==> config.mk <==
export PLATFORM = sky130hd
export DESIGN_NAME = lpmc_top
export DESIGN_NICKNAME = d
export VERILOG_FILES = /design/src/lpmc_pkg.sv /design/src/lpmc_stack.sv /design/src/lpmc_top.sv
export SDC_FILE = /design/constraint.sdc
export NUM_CORES = 1
export LEC_CHECK = 0
export BUFFER_PORTS_ARGS = -buffer_cell sky130_fd_sc_hd__buf_2
export CAP_MARGIN = 15
export CORE_MARGIN = 1.5
export CORE_UTILIZATION = 50
export DETAILED_ROUTE_END_ITERATION = 8
export PLACE_DENSITY = 0.83
export SKIP_CTS_REPAIR_TIMING = 1
export SLEW_MARGIN = 20
export SYNTH_ARGS = -nofsm -noshare
export SYNTH_HDL_FRONTEND = slang
export SYNTH_SLANG_ARGS = --single-unit
==> constraint.sdc <==
create_clock -name clk_i -period 3.7 [get_ports clk_i]
set_clock_uncertainty 0.05 [all_clocks]
set_input_delay 0.185 -clock clk_i [delete_from_list [all_inputs] [get_ports clk_i]]
set_output_delay 0.185 -clock clk_i [all_outputs]
set_load 0.02 [all_outputs]
==> src/lpmc_pkg.sv <==
// lpmc_pkg: constants and types shared by the low-power mode controller
// assumes: a single 250 MHz clock domain, synchronous active-high reset
package lpmc_pkg;
    // wishbone register offsets (byte addresses)
    localparam logic [7:0] CTRL_OFS = 8'h00;
    localparam logic [7:0] STAT_OFS = 8'h04;
    localparam logic [7:0] CC_OFS = 8'h08;
    localparam logic [7:0] CNT_OFS = 8'h0c;
    // control register fields
    localparam int CTRL_OIE_BIT = 0;
    localparam int CTRL_SLOW_BIT = 1;
    localparam int CTRL_ROM_BIT = 2;
    localparam logic [2:0] CTRL_RESET = 3'h0;
    // condition code mask fields and the forced value
    localparam int CC_I0_BIT = 3;
    localparam int CC_I1_BIT = 5;
    localparam logic [1:0] MASK_ALL_ENABLED = 2'h2;
    localparam logic [7:0] CC_RESET = 8'h28;
    // halt opcode
    localparam logic [7:0] HALT_OPCODE = 8'h8e;
    // settle wait in cpu cycles
    localparam logic [12:0] SETTLE_SHORT = 13'h0100;
    localparam logic [12:0] SETTLE_LONG = 13'h1000;
    // stack depth for pushed condition codes
    localparam int STACK_DEPTH = 4;
    localparam int STACK_AW = 2;

    typedef enum logic [4:0] {
        LPMC_RUN = 5'b00001,
        LPMC_WAIT = 5'b00010,
        LPMC_AHALT = 5'b00100,
        LPMC_HALT = 5'b01000,
        LPMC_SETTLE = 5'b10000
    } lpmc_state_t;
endpackage : lpmc_pkg

==> src/lpmc_stack.sv <==
// lpmc_stack: small register-file stack holding pushed condition codes
// assumes: push and pop never in the same cycle; read data registered
`timescale 1ns/1ps
`default_nettype none
module lpmc_stack (
    input wire logic clk_i,
    input wire logic we_i,
    input wire logic [lpmc_pkg::STACK_AW-1:0] waddr_i,
    input wire logic [7:0] wdata_i,
    input wire logic [lpmc_pkg::STACK_AW-1:0] raddr_i,
    output logic [7:0] rdata_o
);
    logic [7:0] mem [lpmc_pkg::STACK_DEPTH];

    always_ff @(posedge clk_i) begin
        if (we_i) begin
            mem[waddr_i] <= wdata_i;
        end
    end

    always_ff @(posedge clk_i) begin
        rdata_o <= mem[raddr_i];
    end
endmodule : lpmc_stack
`default_nettype wire

==> src/lpmc_top.sv <==
// lpmc_top: low-power mode controller with wait, active halt and halt
// assumes: cpu gives one-cycle instruction strobes, interrupt controller
// gives pending/vector info, option straps are static, wishbone slave regs
// Operation
// - wait instruction stops cpu clock only
// - wait mode forces mask bits to 10
// - wait entry leaves other state untouched
// - wake only on interrupt/reset, load vector
// - push cc, load priority, restore on pop
// - halt enters halt or active halt by enable
// - active halt wake: rtc, rom external, reset
// - no settle wait leaving active halt
// - halt entry forces mask, pending wakes immediately
// - active halt clocks only oscillator and rtc
// - active halt never causes watchdog reset
// - halt switches off oscillator and peripherals
// - halt exit restarts oscillator, waits settle
// - option decides watchdog reset on halt
// - opcode 0x8e decodes as halt
// - after reset run from master clock
// - wait during slow mode gives slow wait
//
// Added by the designer: the address map and register access over Wishbone.
`timescale 1ns/1ps
`default_nettype none
module lpmc_top (
    input wire logic clk_i,
    input wire logic rst_i,
    // cpu side
    input wire logic wfi_exec_i,
    input wire logic [7:0] opcode_i,
    input wire logic opcode_valid_i,
    input wire logic cc_push_i,
    input wire logic cc_pop_i,
    input wire logic [1:0] irq_priority_i,
    // interrupt controller side
    input wire logic irq_pending_i,
    input wire logic rtc_irq_i,
    input wire logic ext_irq_i,
    input wire logic halt_wake_irq_i,
    input wire logic [15:0] irq_vector_i,
    input wire logic [15:0] reset_vector_i,
    input wire logic wdg_active_i,
    // option straps from outside the clock domain
    input wire logic settle_long_opt_i,
    input wire logic watchdog_stop_option_i,
    // wishbone slave
    input wire logic wb_cyc_i,
    input wire logic wb_stb_i,
    input wire logic wb_we_i,
    input wire logic [7:0] wb_adr_i,
    input wire logic [3:0] wb_sel_i,
    input wire logic [31:0] wb_dat_i,
    output logic [31:0] wb_dat_o,
    output logic wb_ack_o,
    // clock gating and cpu control
    output logic cpu_clk_en_o,
    output logic periph_clk_en_o,
    output logic osc_en_o,
    output logic rtc_clk_en_o,
    output logic slow_clk_sel_o,
    output logic pc_load_o,
    output logic [15:0] pc_value_o,
    output logic wdg_reset_o,
    output logic [7:0] condition_code_reg_o
);
    lpmc_pkg::lpmc_state_t state;
    lpmc_pkg::lpmc_state_t next_state;
    logic [2:0] ctrl;
    logic [7:0] cc;
    logic [12:0] settle_cnt;
    logic [12:0] settle_limit;
    localparam int STACK_AW_L = lpmc_pkg::STACK_AW;
    logic [STACK_AW_L-1:0] sp;
    logic [7:0] stack_rdata;
    logic pop_pending;
    logic wake_from_reset;
    logic [2:0] opt_long_sync;
    logic [2:0] opt_wdg_sync;
    logic opt_long;
    logic opt_wdg;
    logic strap_taken;
    logic halt_exec;
    logic wb_req;
    logic wake_now;
    logic sleep_now;

    function automatic logic [7:0] lpmc_set_mask(input logic [7:0] c, input logic [1:0] m);
        logic [7:0] r;
        r = c;
        r[lpmc_pkg::CC_I1_BIT] = m[1];
        r[lpmc_pkg::CC_I0_BIT] = m[0];
        return r;
    endfunction : lpmc_set_mask

    assign halt_exec = opcode_valid_i && (opcode_i == lpmc_pkg::HALT_OPCODE);
    assign wb_req = wb_cyc_i && wb_stb_i && !wb_ack_o;
    // run exit and entry, seen one edge ahead through the next state
    assign wake_now = (state != lpmc_pkg::LPMC_RUN) && (next_state == lpmc_pkg::LPMC_RUN);
    assign sleep_now = (state == lpmc_pkg::LPMC_RUN) && (next_state != lpmc_pkg::LPMC_RUN);

    // straps pass three flops; a change counts once the last two agree
    // no reset here, so the chain already holds the strap level when reset lifts
    always_ff @(posedge clk_i) begin
        opt_long_sync <= {opt_long_sync[1:0], settle_long_opt_i};
        opt_wdg_sync <= {opt_wdg_sync[1:0], watchdog_stop_option_i};
    end

    always_ff @(posedge clk_i) begin
        if (rst_i) begin
            opt_long <= 1'b0;
            opt_wdg <= 1'b0;
        end else begin
            if (opt_long_sync[2] == opt_long_sync[1]) begin
                opt_long <= opt_long_sync[2];
            end
            if (opt_wdg_sync[2] == opt_wdg_sync[1]) begin
                opt_wdg <= opt_wdg_sync[2];
            end
        end
    end

    // settle length latched once after reset release
    always_ff @(posedge clk_i) begin
        if (rst_i) begin
            strap_taken <= 1'b0;
            settle_limit <= lpmc_pkg::SETTLE_SHORT;
        end else if (!strap_taken && opt_long_sync[2] == opt_long_sync[1]) begin
            strap_taken <= 1'b1;
            settle_limit <= opt_long_sync[2] ? lpmc_pkg::SETTLE_LONG : lpmc_pkg::SETTLE_SHORT;
        end
    end

    // mode state machine
    always_comb begin
        next_state = state;
        case (state)
            lpmc_pkg::LPMC_RUN: begin
                if (halt_exec) begin
                    next_state = ctrl[lpmc_pkg::CTRL_OIE_BIT] ? lpmc_pkg::LPMC_AHALT : lpmc_pkg::LPMC_HALT;
                end else if (wfi_exec_i) begin
                    next_state = lpmc_pkg::LPMC_WAIT;
                end
            end
            lpmc_pkg::LPMC_WAIT: begin
                if (irq_pending_i) begin
                    next_state = lpmc_pkg::LPMC_RUN;
                end
            end
            lpmc_pkg::LPMC_AHALT: begin
                // rtc always, external only on rom parts
                if (rtc_irq_i || (ctrl[lpmc_pkg::CTRL_ROM_BIT] && ext_irq_i)) begin
                    next_state = lpmc_pkg::LPMC_RUN;
                end
            end
            lpmc_pkg::LPMC_HALT: begin
                // pending wake-capable interrupt leaves at once
                if (halt_wake_irq_i) begin
                    next_state = lpmc_pkg::LPMC_SETTLE;
                end
            end
            lpmc_pkg::LPMC_SETTLE: begin
                if (settle_cnt >= settle_limit - 13'h0001) begin
                    next_state = lpmc_pkg::LPMC_RUN;
                end
            end
            default: begin
                next_state = lpmc_pkg::LPMC_RUN;
            end
        endcase
    end

    always_ff @(posedge clk_i) begin
        if (rst_i) begin
            state <= lpmc_pkg::LPMC_RUN;
        end else begin
            state <= next_state;
        end
    end

    // reset vector is fetched on the first cycle out of reset
    always_ff @(posedge clk_i) begin
        if (rst_i) begin
            wake_from_reset <= 1'b1;
        end else begin
            wake_from_reset <= 1'b0;
        end
    end

    // counts only in settle; ending one short of the limit gives exactly limit cycles
    always_ff @(posedge clk_i) begin
        if (rst_i || state != lpmc_pkg::LPMC_SETTLE) begin
            settle_cnt <= 13'h0000;
        end else begin
            settle_cnt <= settle_cnt + 13'h0001;
        end
    end

    // the vector is sampled in the cycle the state machine leaves sleep
    // vector load on wake
    always_ff @(posedge clk_i) begin
        if (rst_i) begin
            pc_load_o <= 1'b0;
            pc_value_o <= 16'h0000;
        end else if (wake_from_reset) begin
            pc_load_o <= 1'b1;
            pc_value_o <= reset_vector_i;
        end else if (wake_now) begin
            pc_load_o <= 1'b1;
            pc_value_o <= irq_vector_i;
        end else begin
            pc_load_o <= 1'b0;
        end
    end

    // clock gating from next state so outputs track the mode without lag
    always_ff @(posedge clk_i) begin
        if (rst_i) begin
            cpu_clk_en_o <= 1'b1;
            periph_clk_en_o <= 1'b1;
            osc_en_o <= 1'b1;
            rtc_clk_en_o <= 1'b1;
        end else begin
            cpu_clk_en_o <= (next_state == lpmc_pkg::LPMC_RUN);
            // active halt keeps oscillator and rtc only
            periph_clk_en_o <= (next_state == lpmc_pkg::LPMC_RUN) || (next_state == lpmc_pkg::LPMC_WAIT);
            osc_en_o <= (next_state != lpmc_pkg::LPMC_HALT);
            // settle keeps the rtc gated until the oscillator has had its start-up time
            rtc_clk_en_o <= (next_state != lpmc_pkg::LPMC_HALT) && (next_state != lpmc_pkg::LPMC_SETTLE);
        end
    end

    // slow selection is kept through wait
    always_ff @(posedge clk_i) begin
        if (rst_i) begin
            slow_clk_sel_o <= 1'b0;
        end else begin
            slow_clk_sel_o <= ctrl[lpmc_pkg::CTRL_SLOW_BIT];
        end
    end

    // option gates the halt watchdog reset
    // active halt never resets the watchdog
    always_ff @(posedge clk_i) begin
        if (rst_i) begin
            wdg_reset_o <= 1'b0;
        end else begin
            wdg_reset_o <= (state == lpmc_pkg::LPMC_RUN) && halt_exec && !ctrl[lpmc_pkg::CTRL_OIE_BIT]
                && wdg_active_i && opt_wdg;
        end
    end

    // four entries that wrap: deeper nesting overwrites the oldest saved code
    // condition code stack
    always_ff @(posedge clk_i) begin
        if (rst_i) begin
            sp <= '0;
            pop_pending <= 1'b0;
        end else begin
            pop_pending <= cc_pop_i && !cc_push_i;
            if (cc_push_i) begin
                sp <= sp + STACK_AW_L'(1);
            end else if (cc_pop_i) begin
                sp <= sp - STACK_AW_L'(1);
            end
        end
    end

    lpmc_stack u_stack (
        .clk_i(clk_i),
        .we_i(cc_push_i),
        .waddr_i(sp),
        .wdata_i(cc),
        .raddr_i(sp - STACK_AW_L'(1)),
        .rdata_o(stack_rdata)
    );

    // forcing, push and pop win; a software write in the same cycle is dropped
    // cc changes only through mask forcing, stack or software
    always_ff @(posedge clk_i) begin
        if (rst_i) begin
            cc <= lpmc_pkg::CC_RESET;
        end else if (cc_push_i) begin
            cc <= lpmc_set_mask(cc, irq_priority_i);
        end else if (pop_pending) begin
            cc <= stack_rdata;
        end else if (sleep_now) begin
            // entry to wait, active halt or halt forces mask to 10
            cc <= lpmc_set_mask(cc, lpmc_pkg::MASK_ALL_ENABLED);
        end else if (wb_req && wb_we_i && wb_adr_i == lpmc_pkg::CC_OFS && wb_sel_i[0]) begin
            cc <= wb_dat_i[7:0];
        end
    end

    always_ff @(posedge clk_i) begin
        if (rst_i) begin
            condition_code_reg_o <= lpmc_pkg::CC_RESET;
        end else begin
            condition_code_reg_o <= cc;
        end
    end

    // software control register
    always_ff @(posedge clk_i) begin
        if (rst_i) begin
            ctrl <= lpmc_pkg::CTRL_RESET;
        end else if (wb_req && wb_we_i && wb_adr_i == lpmc_pkg::CTRL_OFS && wb_sel_i[0]) begin
            ctrl <= wb_dat_i[2:0];
        end
    end

    // wishbone answer one cycle after the request, unmapped reads zero
    // writes land on the taking edge, the same edge that raises the ack that reports them
    always_ff @(posedge clk_i) begin
        if (rst_i) begin
            wb_ack_o <= 1'b0;
            wb_dat_o <= 32'h00000000;
        end else begin
            wb_ack_o <= wb_req;
            wb_dat_o <= 32'h00000000;
            if (wb_req && !wb_we_i) begin
                case (wb_adr_i)
                    lpmc_pkg::CTRL_OFS: wb_dat_o <= {29'h0, ctrl};
                    lpmc_pkg::STAT_OFS: wb_dat_o <= {25'h0, opt_wdg, opt_long, state};
                    lpmc_pkg::CC_OFS: wb_dat_o <= {24'h0, cc};
                    lpmc_pkg::CNT_OFS: wb_dat_o <= {19'h0, settle_cnt};
                    default: wb_dat_o <= 32'h00000000;
                endcase
            end
        end
    end
endmodule : lpmc_top
`default_nettype wire

==> flow_metrics.py <==
metrics = {
    "clock_network": {
        "cts_tree": "done",
        "cts.sinks": 129,
        "clk_latency_ns": 0.52,
        "cts.path.max_buffers": 2,
        "cts_inserted_buffers": 17,
        "root_buffer": "clkbuf_8",
        "clkTransAtPathRegs_ns": 0.06,
        "h-tree-depth": 4,
    },
    "placed_design": {
        "gp_congestion": 0.819,
        "pre_cts_slack_ns": 1.21,
        "dp_cells": 712,
        "io_buffers": 119,
        "dp_hpwl_um": 8240,
    },
    "floorplanning": {
        "die-area_sq_um": 11100,
        "num_rows": 37,
        "start_util": 0.511,
        "core_area_sq_um": 10300,
        "fp.dieW_um": 106,
        "die_h_um": 106,
        "boundaryPins": 166,
    },
    "pwr": {
        "leakage_nw": 2.85,
        "p_sw_frac": 0.244,
        "powerDensity_nw_per_um2": 527,
        "clock_power_share": 0.471,
        "p_int_w": 0.00279,
        "vdd_drop_max_mv": 0.317,
        "switchingPower_w": 0.000900,
        "p_comb_frac": 0.102,
        "seqPwrFrac": 0.427,
    },
    "setup_path": {
        "path_delay_family": "compound AO/OA/AOI/OAI gates",
        "r2r_slack_ns": 0.54,
        "crit_type": "reg2reg",
        "reg2reg_to": "pc_value_o[7]",
        "crit_cells": 8,
        "startpoint": "settle_limit[8]",
        "crit_fanout": 17,
        "crit_path_end_kind": "flip-flop",
        "worstPathRequired_ns": 4.12,
        "crit_end": "pc_value_o[7]",
        "reg2reg_from": "settle_limit[8]",
        "arrival_ns": 3.58,
        "start_kind": "flip-flop",
        "path_cells": "xor2_1 > ha_1 > nor3_1 > o21ai_0 > o221ai_2 > nand3_1 > a311oi_1 > dlygate4sd3_1",
        "slowest_stage": "o221ai_2",
        "reg2reg_depth": 8,
        "max_stage_delay_ns": 0.73,
        "path_buf_inv": 1,
    },
    "logic_synthesis": {
        "ys_top_cells_by_count": "dfxtp_1, nor2_1, edfxtp_1, nand3_1, o21ai_0",
        "synth_top_area_share": 0.370,
        "synth_area_sq_um": 5260,
        "ys_warn_count": 0,
        "synthArstFlopShare": 0,
        "synthXorXnorAreaFrac": 0.0233,
        "synth_seq_cells": 129,
        "synth_area_leaders": "dfxtp_1, edfxtp_1, mux4_2, nor2_1, buf_4",
        "synth_compound_area_frac": 0.119,
        "yosys.area_share.simple": 0.163,
        "yosysTopAreaCell": "dfxtp_1",
        "yosys.area_share.adder": 0.0238,
        "yosysSeqAreaShare": 0.552,
        "synth.avg_cell_area_sq_um": 11.0,
        "synth_top_family_by_area": "simple AND/OR/NAND/NOR gates",
        "synth_ff_type": "dfxtp_1",
        "synth.most_common_cell": "dfxtp_1",
        "ys_types": 59,
        "synth_edf_count": 32,
        "netlist_instances": 478,
        "synthMuxAreaShare": 0.0652,
    },
    "global_routing": {
        "grt_overflow": 0,
        "antenna_found_initial": 0,
        "grt_start_max_net_pins": 56,
        "grt_usage": 0.214,
        "grt_pass1_vias": 3840,
        "grt_pass1_wl_um": 18500,
    },
    "timing": {
        "worst_pin_slew_ns": 0.949,
        "drv_slew": 0,
        "tns_ns": 0,
        "hold_ws_ns": -0.00508,
        "slew-limit-headroom": 0.367,
        "period_needed_ns": 3.16,
        "finalCritPeriodShare": 0.855,
        "max_freq_ghz": 0.316,
        "setup_slack_ns": 0.536,
        "report.final.hold_viol_count": 1,
        "finalSetupViolations": 0,
        "rsz0062_at_grt": "false",
    },
    "final_layout": {
        "syn_to_final_growth_pct": 33.0,
        "fill_cells": 725,
        "layout.nets": 756,
        "diodes": 0,
        "fin_cells": 793,
        "drive_gt1_frac": 0.280,
    },
    "detailed_routing": {
        "first_pass_iters": 5,
        "vias": 4267,
        "drc": 0,
        "wl_per_cell_um": 16.2,
        "antenna_left": 0,
        "routed_wl_um": 12800,
        "initialDrtViolationCount": 232,
        "viasPerCell": 5.38,
    },
    "flow_run": {
        "cap_violations": 0,
    },
    "worst_hold_path": {
        "hp-class": "in2reg",
    },
    "run_status": {
        "status": "finished with violations",
        "violations": "hold timing",
    },
}
## cell usage in the layout, fill, tap and decap left out, types with 11 or more instances in the layout
cell type	synthesis	routed
a311oi_1	16	16
mux4_2	11	11
o21ai_0	26	26
edfxtp_1	32	32
nand2_1	16	16
dlygate4sd3_1	0	49
nor2_1	63	63
clkbuf_16	0	19
nor2b_1	13	13
buf_2	4	119
dfxtp_1	97	97
nand3_1	28	28
inv_1	13	13
conb_1	1	19
## power by group through the flow
stage          Sequential, W  Combinational [W]  Clock, W
2_1_floorplan        0.00161           0.000212         0
3_3_place_gp         0.00160           0.000306         0
3_5_place_dp         0.00160           0.000319         0
4_1_cts              0.00157           0.000321   0.00174
5_1_grt              0.00158           0.000410   0.00180
6_report             0.00157           0.000377   0.00174
## worst min-delay path by stage
stage	cells past startpoint	to	slack [ns]	start
after floorplan	0	opt_long_sync[0]	0.16	settle_long_opt_i
after global routing	3	wb_ack_o	0.002	wb_stb_i
after global placement	1	opt_long_sync[0]	0.24	settle_long_opt_i
after CTS	1	opt_wdg_sync[0]	-0.30	watchdog_stop_option_i
after detailed placement	1	opt_wdg_sync[0]	0.24	watchdog_stop_option_i
final	3	wb_ack_o	-0.005	wb_stb_i
## flip-flops by register name, summed over array words and instances (netlist names), 2 cells and up
signal / flops
cc: 8
u_stack.mem: 32
opt_long_sync: 3
opt_wdg_sync: 3
state: 5
ctrl: 3
pc_value_o: 16
sp: 2
wb_dat_o: 13
condition_code_reg_o: 8
settle_limit: 2
u_stack.rdata_o: 8
settle_cnt: 13
## layer usage
metal / wire [um] / vias up / global-route usage / share of wire
met5: 0 / - / 0 / 0
met4: 204 / 0 / 0.0685 / 0.016
met3: 885 / 21 / 0.0693 / 0.069
met2: 6540 / 169 / 0.361 / 0.51
met1: 5190 / 2063 / 0.259 / 0.41
li1: - / 2014 / - / -
## stage by stage
| step | power [W] | area [sq um] | utilization |
|---|---|---|---|
| 2_1_floorplan | 0.00182 | 5320 | - |
| 3_3_place_gp | 0.00190 | 5870 | 0.571 |
| 3_5_place_dp | 0.00192 | 5870 | 0.571 |
| 4_1_cts | 0.00363 | 6500 | 0.633 |
| 5_1_grt | 0.00380 | 6990 | 0.680 |
| 6_report | 0.00369 | 6990 | 0.680 |
## area by class of cell
class | instances | area [sq um] | share of cell area
clock buffer | 20 | 489 | 0.0700
clock inverter | 12 | 143 | 0.0204
inverter | 13 | 48.8 | 0.00698
multi-input combinational | 314 | 2140 | 0.307
sequential | 129 | 2900 | 0.415
tap | 136 | 170 | 0.0243
timing repair buffer | 169 | 1090 | 0.156
## worst reg2reg max path: stages (launching register included)
cell           delay, ns
dfxtp_1             0.45
xor2_1              0.12
ha_1                0.23
nor3_1              0.19
o21ai_0             0.16
o221ai_2            0.73
nand3_1             0.20
a311oi_1            0.39
dlygate4sd3_1       0.59
## cells by family after synthesis
group,count (synthesis)
XOR/XNOR,14
buffers and inverters,53
multiplexers,20
AND/OR/NAND/NOR,165
other,1
adder cells (fa/ha/maj),10
flip-flops,129
AO/OA/AOI/OAI,86
(Power assumes the default switching activity.)
